===== config.mk =====
export PLATFORM = sky130hd
export DESIGN_NAME = led_channel_current_regs
export DESIGN_NICKNAME = d
export VERILOG_FILES = /design/src/rtl/led_current_pkg.sv /design/src/rtl/led_channel_current_regs.sv
export SDC_FILE = /design/constraint.sdc
export NUM_CORES = 1
export LEC_CHECK = 0
export BUFFER_PORTS_ARGS = -buffer_cell sky130_fd_sc_hd__buf_2
export CAP_MARGIN = 20
export CORE_AREA = 10 10 77 62
export CTS_BUF_LIST = sky130_fd_sc_hd__clkbuf_16
export DETAILED_ROUTE_END_ITERATION = 16
export DIE_AREA = 0 0 87 72
export MAX_ROUTING_LAYER = met4
export PLACE_DENSITY_LB_ADDON = 0.1
export SLEW_MARGIN = 25
export SYNTH_ARGS = -nofsm -noshare
export SYNTH_HDL_FRONTEND = slang
export SYNTH_SLANG_ARGS = --single-unit

===== constraint.sdc =====
create_clock -name CLK -period 2.1 [get_ports CLK]
set_clock_uncertainty 0.2 [all_clocks]
set_input_delay 0.315 -clock CLK [delete_from_list [all_inputs] [get_ports CLK]]
set_output_delay 0.315 -clock CLK [all_outputs]
set_load 0.01 [all_outputs]

===== src/rtl/led_current_pkg.sv =====
/*
 * Constants for the LED channel current register bank: register indices,
 * byte addresses, field positions and reset values.
 * Assumes a 32-bit APB bus with one aligned word per register.
 */
package led_current_pkg;

    // -------------------------------------------------------------------
    // Register indices and byte addresses
    // -------------------------------------------------------------------
    localparam int unsigned ADDR_W              = 8;
    localparam logic [7:0]  IDX_TRANSIENT_LIMIT = 8'h02;
    localparam logic [7:0]  IDX_CURRENT_HIGH    = 8'h03;
    localparam logic [7:0]  IDX_CURRENT_LOW     = 8'h04;
    localparam logic [ADDR_W-1:0] ADDR_TRANSIENT_LIMIT = ADDR_W'(IDX_TRANSIENT_LIMIT * 4);
    localparam logic [ADDR_W-1:0] ADDR_CURRENT_HIGH    = ADDR_W'(IDX_CURRENT_HIGH * 4);
    localparam logic [ADDR_W-1:0] ADDR_CURRENT_LOW     = ADDR_W'(IDX_CURRENT_LOW * 4);

    // -------------------------------------------------------------------
    // Field layout within each byte-wide register
    // -------------------------------------------------------------------
    localparam int unsigned LIMIT_CODE_LSB = 3;
    localparam int unsigned LIMIT_CODE_MSB = 6;
    localparam int unsigned THIRD_EN_BIT   = 2;
    localparam int unsigned SECOND_EN_BIT  = 1;
    localparam int unsigned FIRST_EN_BIT   = 0;
    localparam int unsigned CODE_HI_MSB    = 1;
    localparam int unsigned CODE_W         = 10;

    // -------------------------------------------------------------------
    // Reset values
    // -------------------------------------------------------------------
    localparam logic [7:0]        TRANSIENT_LIMIT_RESET = 8'h30;
    localparam logic [3:0]        LIMIT_CODE_RESET      = TRANSIENT_LIMIT_RESET[6:3];
    localparam logic [2:0]        LIMIT_EN_RESET        = TRANSIENT_LIMIT_RESET[2:0];
    localparam logic [1:0]        CODE_HI_RESET         = 2'h0;
    localparam logic [7:0]        CODE_LO_RESET         = 8'h00;
    localparam logic [CODE_W-1:0] CODE_MAX              = 10'h3ff;

    // Block state apart from the reset synchronizer, registered in one place
    typedef struct packed {
        logic        ready;
        logic        slverr;
        logic [31:0] rdata;
        logic [3:0]  limit_code;
        logic [2:0]  limit_en;
        logic [1:0]  code_hi;
        logic [7:0]  code_lo;
    } state_t;

endpackage


===== src/rtl/led_channel_current_regs.sv =====
/*
 * APB register bank holding the transient peak-current limit and the
 * first channel's 10-bit regulation current code.
 * Assumes APB signals come from logic on CLK; RSTN may be asynchronous.
 */
// The implementer's own choice: register access over APB.
// Behaviour
// - Four-bit peak limit code in transient register
// - One limit enable per channel switch
// - High register holds current code bits 9:8
// - Low register holds bits 7:0, reset zero
// - Any code up to 0x3ff is usable
// - Current code drives regulation monotonically
`timescale 1ns/1ns
`default_nettype none

module led_channel_current_regs
    import led_current_pkg::*;
(
    input  wire logic              CLK,
    input  wire logic              RSTN,
    input  wire logic              PSEL,
    input  wire logic              PENABLE,
    input  wire logic              PWRITE,
    input  wire logic [ADDR_W-1:0] PADDR,
    input  wire logic [31:0]       PWDATA,
    input  wire logic [3:0]        PSTRB,
    output var  logic [31:0]       PRDATA,
    output var  logic              PREADY,
    output var  logic              PSLVERR,
    output var  logic [3:0]        PEAK_LIMIT_CODE,
    output var  logic              FIRST_SWITCH_LIMIT_ENABLE,
    output var  logic              SECOND_SWITCH_LIMIT_ENABLE,
    output var  logic              THIRD_SWITCH_LIMIT_ENABLE,
    output var  logic [CODE_W-1:0] FIRST_CHANNEL_CURRENT_CODE
);

    // -------------------------------------------------------------------
    // Reset release
    // -------------------------------------------------------------------
    logic [1:0] rst_sync_reg;
    logic       rst_n;

    // Async assert, sync release so no flop leaves reset mid-edge
    always_ff @(posedge CLK or negedge RSTN) begin
        if (!RSTN) begin
            rst_sync_reg <= 2'b00;
        end else begin
            rst_sync_reg <= {rst_sync_reg[0], 1'b1};
        end
    end
    assign rst_n = rst_sync_reg[1];

    // -------------------------------------------------------------------
    // Bus decode and register next state
    // -------------------------------------------------------------------
    state_t state_reg;
    state_t state_next;
    logic   access;
    logic   do_write;
    logic   mapped;

    // One wait state: PREADY rises in the second access cycle
    always_comb begin
        state_next = state_reg;
        access     = PSEL && PENABLE;
        do_write   = access && state_reg.ready && PWRITE && PSTRB[0];
        mapped     = (PADDR == ADDR_TRANSIENT_LIMIT) || (PADDR == ADDR_CURRENT_HIGH)
                     || (PADDR == ADDR_CURRENT_LOW);
        state_next.ready  = access && !state_reg.ready;
        state_next.slverr = access && !state_reg.ready && !mapped;
        state_next.rdata  = 32'h0000_0000;
        // Read data captured a cycle early, unused bits stay zero
        if (access && !state_reg.ready && !PWRITE) begin
            case (PADDR)
                ADDR_TRANSIENT_LIMIT: begin
                    state_next.rdata[LIMIT_CODE_MSB:LIMIT_CODE_LSB] = state_reg.limit_code;
                    state_next.rdata[THIRD_EN_BIT:FIRST_EN_BIT]     = state_reg.limit_en;
                end
                ADDR_CURRENT_HIGH: begin
                    state_next.rdata[CODE_HI_MSB:0] = state_reg.code_hi;
                end
                ADDR_CURRENT_LOW: begin
                    state_next.rdata[7:0] = state_reg.code_lo;
                end
                default: begin
                    state_next.rdata = 32'h0000_0000;
                end
            endcase
        end
        // Writes land only at the edge where PREADY is sampled high
        if (do_write) begin
            case (PADDR)
                ADDR_TRANSIENT_LIMIT: begin
                    state_next.limit_code = PWDATA[LIMIT_CODE_MSB:LIMIT_CODE_LSB];
                    state_next.limit_en   = PWDATA[THIRD_EN_BIT:FIRST_EN_BIT];
                end
                ADDR_CURRENT_HIGH: begin
                    state_next.code_hi = PWDATA[CODE_HI_MSB:0];
                end
                ADDR_CURRENT_LOW: begin
                    state_next.code_lo = PWDATA[7:0];
                end
                default: begin
                    state_next.code_lo = state_reg.code_lo;
                end
            endcase
        end
    end

    // -------------------------------------------------------------------
    // State register
    // -------------------------------------------------------------------
    always_ff @(posedge CLK or negedge rst_n) begin
        if (!rst_n) begin
            state_reg <= '{ready: 1'b0, slverr: 1'b0, rdata: 32'h0000_0000,
                           limit_code: LIMIT_CODE_RESET, limit_en: LIMIT_EN_RESET,
                           code_hi: CODE_HI_RESET, code_lo: CODE_LO_RESET};
        end else begin
            state_reg <= state_next;
        end
    end

    // -------------------------------------------------------------------
    // Outputs, straight from the state flops
    // -------------------------------------------------------------------
    assign PRDATA                     = state_reg.rdata;
    assign PREADY                     = state_reg.ready;
    assign PSLVERR                    = state_reg.slverr;
    assign PEAK_LIMIT_CODE            = state_reg.limit_code;
    assign FIRST_SWITCH_LIMIT_ENABLE  = state_reg.limit_en[FIRST_EN_BIT];
    assign SECOND_SWITCH_LIMIT_ENABLE = state_reg.limit_en[SECOND_EN_BIT];
    assign THIRD_SWITCH_LIMIT_ENABLE  = state_reg.limit_en[THIRD_EN_BIT];
    // Plain binary code: higher code always means more current
    assign FIRST_CHANNEL_CURRENT_CODE = {state_reg.code_hi, state_reg.code_lo};
endmodule

`default_nettype wire


==> results by group, run 1 <==
Routing
  • Detail-routed net length per standard cell: 15.9 um
  • DRC violation total after the first TritonRoute iteration: 55
  • Remaining routing DRC violations: 0
  • Total Routed Length: 3380 um
  • Post-DR vias/cell: 4.61
  • Vias post-DR: 981
  • Detailed-router iteration count before antenna repair: 4
  • Antenna viol nets, final: 0

Floorplanning
  • Die width: 87 um
  • Area of the core: 0.00327 mm2
  • Overall die height: 72 um
  • Top-level port count: 100
  • DIE AREA: 0.00626 mm2
  • Placement row count: 18
  • Effective utilization at floorplan: 42.1%

Yosys
  • Mean instance size in the synthesized netlist: 12.6 um2
  • Primary FF master, synth: sky130_fd_sc_hd__dfrtp_1
  • Cell area after synthesis: 0.00138 mm2
  • Top-area cell type share of the netlist area: 49.1%
  • Yosys warning count: 0
  • Biggest area contributors in the synthesized netlist: sky130_fd_sc_hd__dfrtp_1 (49%), sky130_fd_sc_hd__mux2_2 (16%), sky130_fd_sc_hd__buf_4 (13%)
  • Sequential-to-total area share from yosys stat: 53.0%
  • Share of flip-flops with an asynchronous set or reset after synthesis: 100%
  • Flops & latches, synth: 29
  • Count of flip-flops with a built-in enable after synthesis: 0
  • Synth cell types: 22
  • Cell type with the highest aggregate area in the netlist: sky130_fd_sc_hd__dfrtp_1
  • Count of mapped cells out of synthesis: 109

Timing
  • Timing-limited maximum frequency: 0.502 GHz
  • Worst slew slack as a fraction of its limit: 52.2%
  • Setup repair after global routing missed its margin: no
  • Final hold vios: 0
  • Number of max-slew violations in the final report: 0
  • Minimum clock period: 1.99 ns
  • Slew at the pin closest to its max-slew limit: 0.716 ns
  • Setup-violating endpoint count in the final report: 0
  • Hold_ws: 0.0816 ns
  • Ratio of final minimum period to clock period: 94.8%

Clocking
  • Buffer type at the clock tree root: sky130_fd_sc_hd__clkbuf_16
  • Clock tree from TritonCTS: done
  • Worst-case clock buffer depth: 2
  • TritonCTS Buffers: 5
  • H-tree levels: 2
  • Insertion delay to the later sink of the worst-skew pair: 0.27 ns
  • Buffer count from post-CTS setup fixing: 0
  • CTS clk-pin slew, worst paths: 0.05 ns
  • Sink Count: 29

Critical path
  • Count of cells along the worst register-to-register path: 4
  • Critical path startpoint category: primary input
  • Worst EP required: 2.05 ns
  • Critical-path maximum fanout: 5
  • Arrival time reported for the critical path endpoint: 1.94 ns
  • Setup crit end kind: flip-flop
  • Critical setup path kind: in -> reg

Cells and area
  • Number of flip-flops in the largest register: 10
  • Final cell area excluding filler cells: 0.00179 mm2
  • Number of nets at the end of the flow: 221
  • Area of the multi-input gates: 537 um2
  • Share of cells above drive strength 1: 50.9%
  • Number of inserted filler cells in the final layout: 306
  • Seq. cell area: 728 um2
  • Antenna cell count: 0
  • Growth of design area from synthesis to finish: 30.4%

Global route
  • Wire length of the first global-routing pass: 5370 um
  • Antenna violations before repair: 0
  • Via count of the first global-routing pass: 1114
  • Remaining Overflow, GRT: 0
  • Pin count of the biggest net entering global routing: 20
  • Overall global routing resource usage: 11.0%

Run status
  • Outcome: finished, final reports clean

Place
  • Final estimated routing congestion in global placement: 0.766
  • Input/output buffers: 48
  • Post-DP Area: 0.00163 mm2
  • HPWL after detailed placement: 2740 um

Power and ir drop
  • P_leak: 0.000987 uW
  • Maximum VDD drop: 0.000413 V
  • Areal power density over the cells: 734 mW/mm2

Hold path
  • Number of cells on the worst hold path: 2
  • Class of the worst hold path: in -> reg

Run
  • Max-Cap Viols: 0
worst max-delay path, stage by stage:
cell and delay, ns:
sky130_fd_sc_hd__buf_2 0.09, sky130_fd_sc_hd__or4_1 0.67, sky130_fd_sc_hd__nor4_4 0.34, sky130_fd_sc_hd__buf_4 0.19, sky130_fd_sc_hd__mux2_2 0.33
cells in the final DEF (no fill, tap or decap), types with 2 or more instances in the layout:
| master | instances |
|---|---|
| sky130_fd_sc_hd__dfstp_2 | 2 |
| sky130_fd_sc_hd__buf_2 | 48 |
| sky130_fd_sc_hd__dlygate4sd3_1 | 2 |
| sky130_fd_sc_hd__mux2_2 | 19 |
| sky130_fd_sc_hd__clkinv_2 | 2 |
| sky130_fd_sc_hd__clkbuf_16 | 5 |
| sky130_fd_sc_hd__or4_1 | 2 |
| sky130_fd_sc_hd__nor2_1 | 9 |
| sky130_fd_sc_hd__dfrtp_1 | 27 |
| sky130_fd_sc_hd__buf_4 | 10 |
| sky130_fd_sc_hd__nor4_4 | 2 |
| sky130_fd_sc_hd__nor3b_1 | 2 |
| sky130_fd_sc_hd__conb_1 | 25 |
| sky130_fd_sc_hd__inv_1 | 2 |
| sky130_fd_sc_hd__a22oi_1 | 7 |
worst paths after layout:
path                                 start                       endpoint  slack [ns]
max                               PADDR[7]  FIRST_CHANNEL_CURRENT_CODE[4]        0.11
min                              PWDATA[7]  FIRST_CHANNEL_CURRENT_CODE[7]        0.08
max reg2reg                         PREADY  FIRST_CHANNEL_CURRENT_CODE[4]        0.33
min reg2reg                rst_sync_reg[1]  FIRST_CHANNEL_CURRENT_CODE[2]        0.09
max in group asynchronous  rst_sync_reg[1]  FIRST_CHANNEL_CURRENT_CODE[8]        0.86
min in group asynchronous  rst_sync_reg[1]  FIRST_CHANNEL_CURRENT_CODE[2]        0.09
synthesized netlist by cell type, drive strengths merged (2+ instances only):
cell type   n
clkbuf      2
mux2       19
nor3b       2
buf        25
nor4        3
or4         2
conb        2
nor2        9
dfrtp      27
dfstp       2
a22oi       7
cell families after synthesis:
kind of cell / after synthesis / share of synthesized area (%)
other cells: 2 / 0.546
mux: 19 / 15.6
compound gates: 8 / 4.46
buf+inv: 28 / 14.3
flops: 29 / 53.0
simple gates: 23 / 12.2
per-stage QoR:
step	util (%)	setup TNS, ns	power (uW)	std cells	setup slack (ns)
after floorplan	-	-0.261	652	132	-0.0326
after global placement	50.0	-2.90	657	203	-0.162
after detailed placement	50.0	-3.05	659	203	-0.176
after CTS	54.9	0	1330	213	0.0997
after global routing	54.9	0	1360	213	0.0445
final	54.9	0	1320	213	0.109
metal layers:
layer  share of wire [%]  GRT usage, %
met4                 1.0          3.77
met3                  11          4.58
met5                   0             -
met1                  39          11.7
met2                  48          18.0
layout make-up:
class,count,area share (%)
Sequential cell,29,40.6
Multi-Input combinational cell,75,29.9
Tap cell,40,2.79
Clock buffer,5,6.98
Timing Repair Buffer,60,18.7
Clock inverter,3,0.768
Inverter,1,0.209
power breakdown:
group	total, uW	leakage (uW)	internal, uW	switching (uW)
registers	567	0.000392	565	2.51
clock network	661	0.0000748	428	233
logic	87.5	0.000521	29.6	57.9
total	1320	0.000987	1020	293
repair_timing:
| item | 4_1_cts | 5_1_grt |
|---|---|---|
| endpoints found under the hold margin | 10 | 0 |
| hold buffers | 2 | 0 |
| gates resized for setup | 0 | 0 |
No activity file was read; power rests on OpenSTA's default activity.
==> inputs of run 2 (changes only) <==
CAP_MARGIN = 15   (was 20)
CORE_AREA = 10 10 79 64   (was 10 10 77 62)
DIE_AREA = 0 0 89 74   (was 0 0 87 72)
clock period = 2 ns   (was 2.1 ns; I/O delays follow)
==> results by group, run 2 (same netlist as run 1, synthesis figures left out) <==
Run status
  • Outcome: finished, final reports clean

Critical path
  • Critical setup path kind: in -> reg
  • Worst-path cell chain: buf_2 -> or4_4 -> nor4_1 -> buf_4 -> mux2_2
  • Setup crit end kind: flip-flop
  • Critical path startpoint category: primary input
  • Cell with the largest stage delay on the worst path: sky130_fd_sc_hd__or4_4
  • Count of cells along the worst register-to-register path: 4
  • Capturing point of the worst reg2reg path: FIRST_CHANNEL_CURRENT_CODE[8]
  • Worst EP required: 1.95 ns
  • Crit-path max cell delay: 0.59 ns
  • Critical-path maximum fanout: 5
  • Startpoint of the worst register-to-register path: PREADY
  • Arrival time reported for the critical path endpoint: 1.86 ns
  • Setup slack of the most critical reg-to-reg path: 0.18 ns

Cells and area
  • Growth of design area from synthesis to finish: 34.4%
  • Number of inserted filler cells in the final layout: 332
  • Final Util: 52.2%
  • Commonest cells after routing, fill and taps aside: sky130_fd_sc_hd__buf_2 (48), sky130_fd_sc_hd__dfrtp_1 (27), sky130_fd_sc_hd__conb_1 (25), sky130_fd_sc_hd__mux2_2 (18), sky130_fd_sc_hd__buf_4 (11)
  • Antenna cell count: 0
  • Number of flip-flops in the largest register: 10
  • Number of nets at the end of the flow: 222
  • Share of cells above drive strength 1: 52.3%
  • Commonest non-fill, non-tap cell in the layout: sky130_fd_sc_hd__buf_2

Global route
  • Pin count of the biggest net entering global routing: 18
  • Antenna violations before repair: 0
  • Overall global routing resource usage: 10.3%
  • Wire length of the first global-routing pass: 5000 um
  • Via count of the first global-routing pass: 1004
  • Remaining Overflow, GRT: 0

Timing
  • Worst slew slack as a fraction of its limit: 65.1%
  • Number of max-slew violations in the final report: 0
  • Setup slack after layout: 0.0946 ns
  • Setup repair after global routing missed its margin: no
  • Minimum clock period: 1.91 ns
  • Setup-violating endpoint count in the final report: 0
  • Timing-limited maximum frequency: 0.525 GHz
  • Slew at the pin closest to its max-slew limit: 0.524 ns
  • Final TNS setup: 0 ns
  • Final hold vios: 0
  • Ratio of final minimum period to clock period: 95.3%

Floorplanning
  • Effective utilization at floorplan: 38.8%
  • Die width: 89 um
  • Placement row count: 19
  • DIE AREA: 0.00659 mm2
  • Top-level port count: 100
  • Overall die height: 74 um
  • Area of the core: 0.00354 mm2

Clocking
  • Sink Count: 29
  • Buffer type at the clock tree root: sky130_fd_sc_hd__clkbuf_16
  • CTS clk-pin slew, worst paths: 0.05 ns
  • Worst-case clock buffer depth: 2
  • Buffer count from post-CTS setup fixing: 0
  • Clock tree from TritonCTS: done
  • Insertion delay to the later sink of the worst-skew pair: 0.27 ns
  • Post-CTS Hold Buffers: 1
  • TritonCTS Buffers: 5
  • H-tree levels: 2
  • CTS resizes: 0

Place
  • Final estimated routing congestion in global placement: 0.799
  • HPWL after detailed placement: 2710 um
  • Input/output buffers: 48
  • Post-place setup slack: -0.158 ns

Power and ir drop
  • P_leak: 0.00100 uW
  • Net switching component of the power: 314 uW
  • Portion of total power attributed to the clock network: 54.5%
  • Combinational share of power: 6.2%
  • Areal power density over the cells: 824 mW/mm2
  • Int Pwr: 1210 uW
  • Fraction of power consumed by sequential logic: 39.3%
  • Overall power after layout: 1520 uW
  • Maximum VDD drop: 0.000516 V
  • Switch share: 20.6%

Routing
  • Post-DR vias/cell: 4.53
  • Vias post-DR: 978
  • Detailed-router iteration count before antenna repair: 4
  • Remaining routing DRC violations: 0
  • Antenna viol nets, final: 0
  • Detail-routed net length per standard cell: 15.7 um
  • DRC violation total after the first TritonRoute iteration: 52
  • Total Routed Length: 3380 um

Run
  • Max-Cap Viols: 0

Hold path
  • Class of the worst hold path: reg -> async
-- run 2: stage by stage --
stage	hold WS (ns)	instance area [um2]	instances
2_1_floorplan	-0.196	1480	132
3_3_place_gp	-0.115	1670	207
3_5_place_dp	-0.111	1670	207
4_1_cts	0.0353	1850	216
5_1_grt	0.0581	1850	216
6_report	0.0128	1850	216
-- run 2: worst max-delay path by stage --
stage | slack [ns] | to | start | cells past startpoint
global route | 0.04 | FIRST_CHANNEL_CURRENT_CODE[9] | PADDR[7] | 5
CTS | 0.12 | PEAK_LIMIT_CODE[0] | PADDR[7] | 5
global placement | -0.17 | SECOND_SWITCH_LIMIT_ENABLE | PADDR[7] | 5
floorplan | -0.11 | PEAK_LIMIT_CODE[0] | PADDR[7] | 4
finish | 0.09 | FIRST_CHANNEL_CURRENT_CODE[8] | PADDR[7] | 5
detailed placement | -0.16 | PEAK_LIMIT_CODE[0] | PADDR[7] | 5
-- run 2: cell type report --
class	count	area (um2)	area share, %
flip-flops and latches	29	728	39.4
multi-input cells	75	544	29.5
repair buffers	61	353	19.1
clock buffers	5	125	6.77
well taps	42	52.6	2.84
clock inverters	3	41.3	2.23
inverters	1	3.75	0.203
-- run 2: worst max-delay path: cells and delay by family --
family	cells	cell delay (ns)
buffers and inverters	2	0.29
multiplexers	1	0.32
AND/OR/NAND/NOR	2	0.96
-- run 2: layer usage --
metal  global-route usage (%)  share of wire, %
met1                     11.8                43
met2                     16.3                47
met3                     4.37               9.4
met4                     3.17              0.83
met5                        -                 0
-- run 2: power by group through the flow --
stage	clock, uW	sequential, uW	combinational (uW)
2_1_floorplan	0	613	72.4
3_3_place_gp	0	609	88.4
3_5_place_dp	0	609	89.9
4_1_cts	846	600	92.3
5_1_grt	874	600	104
6_report	830	599	94.1
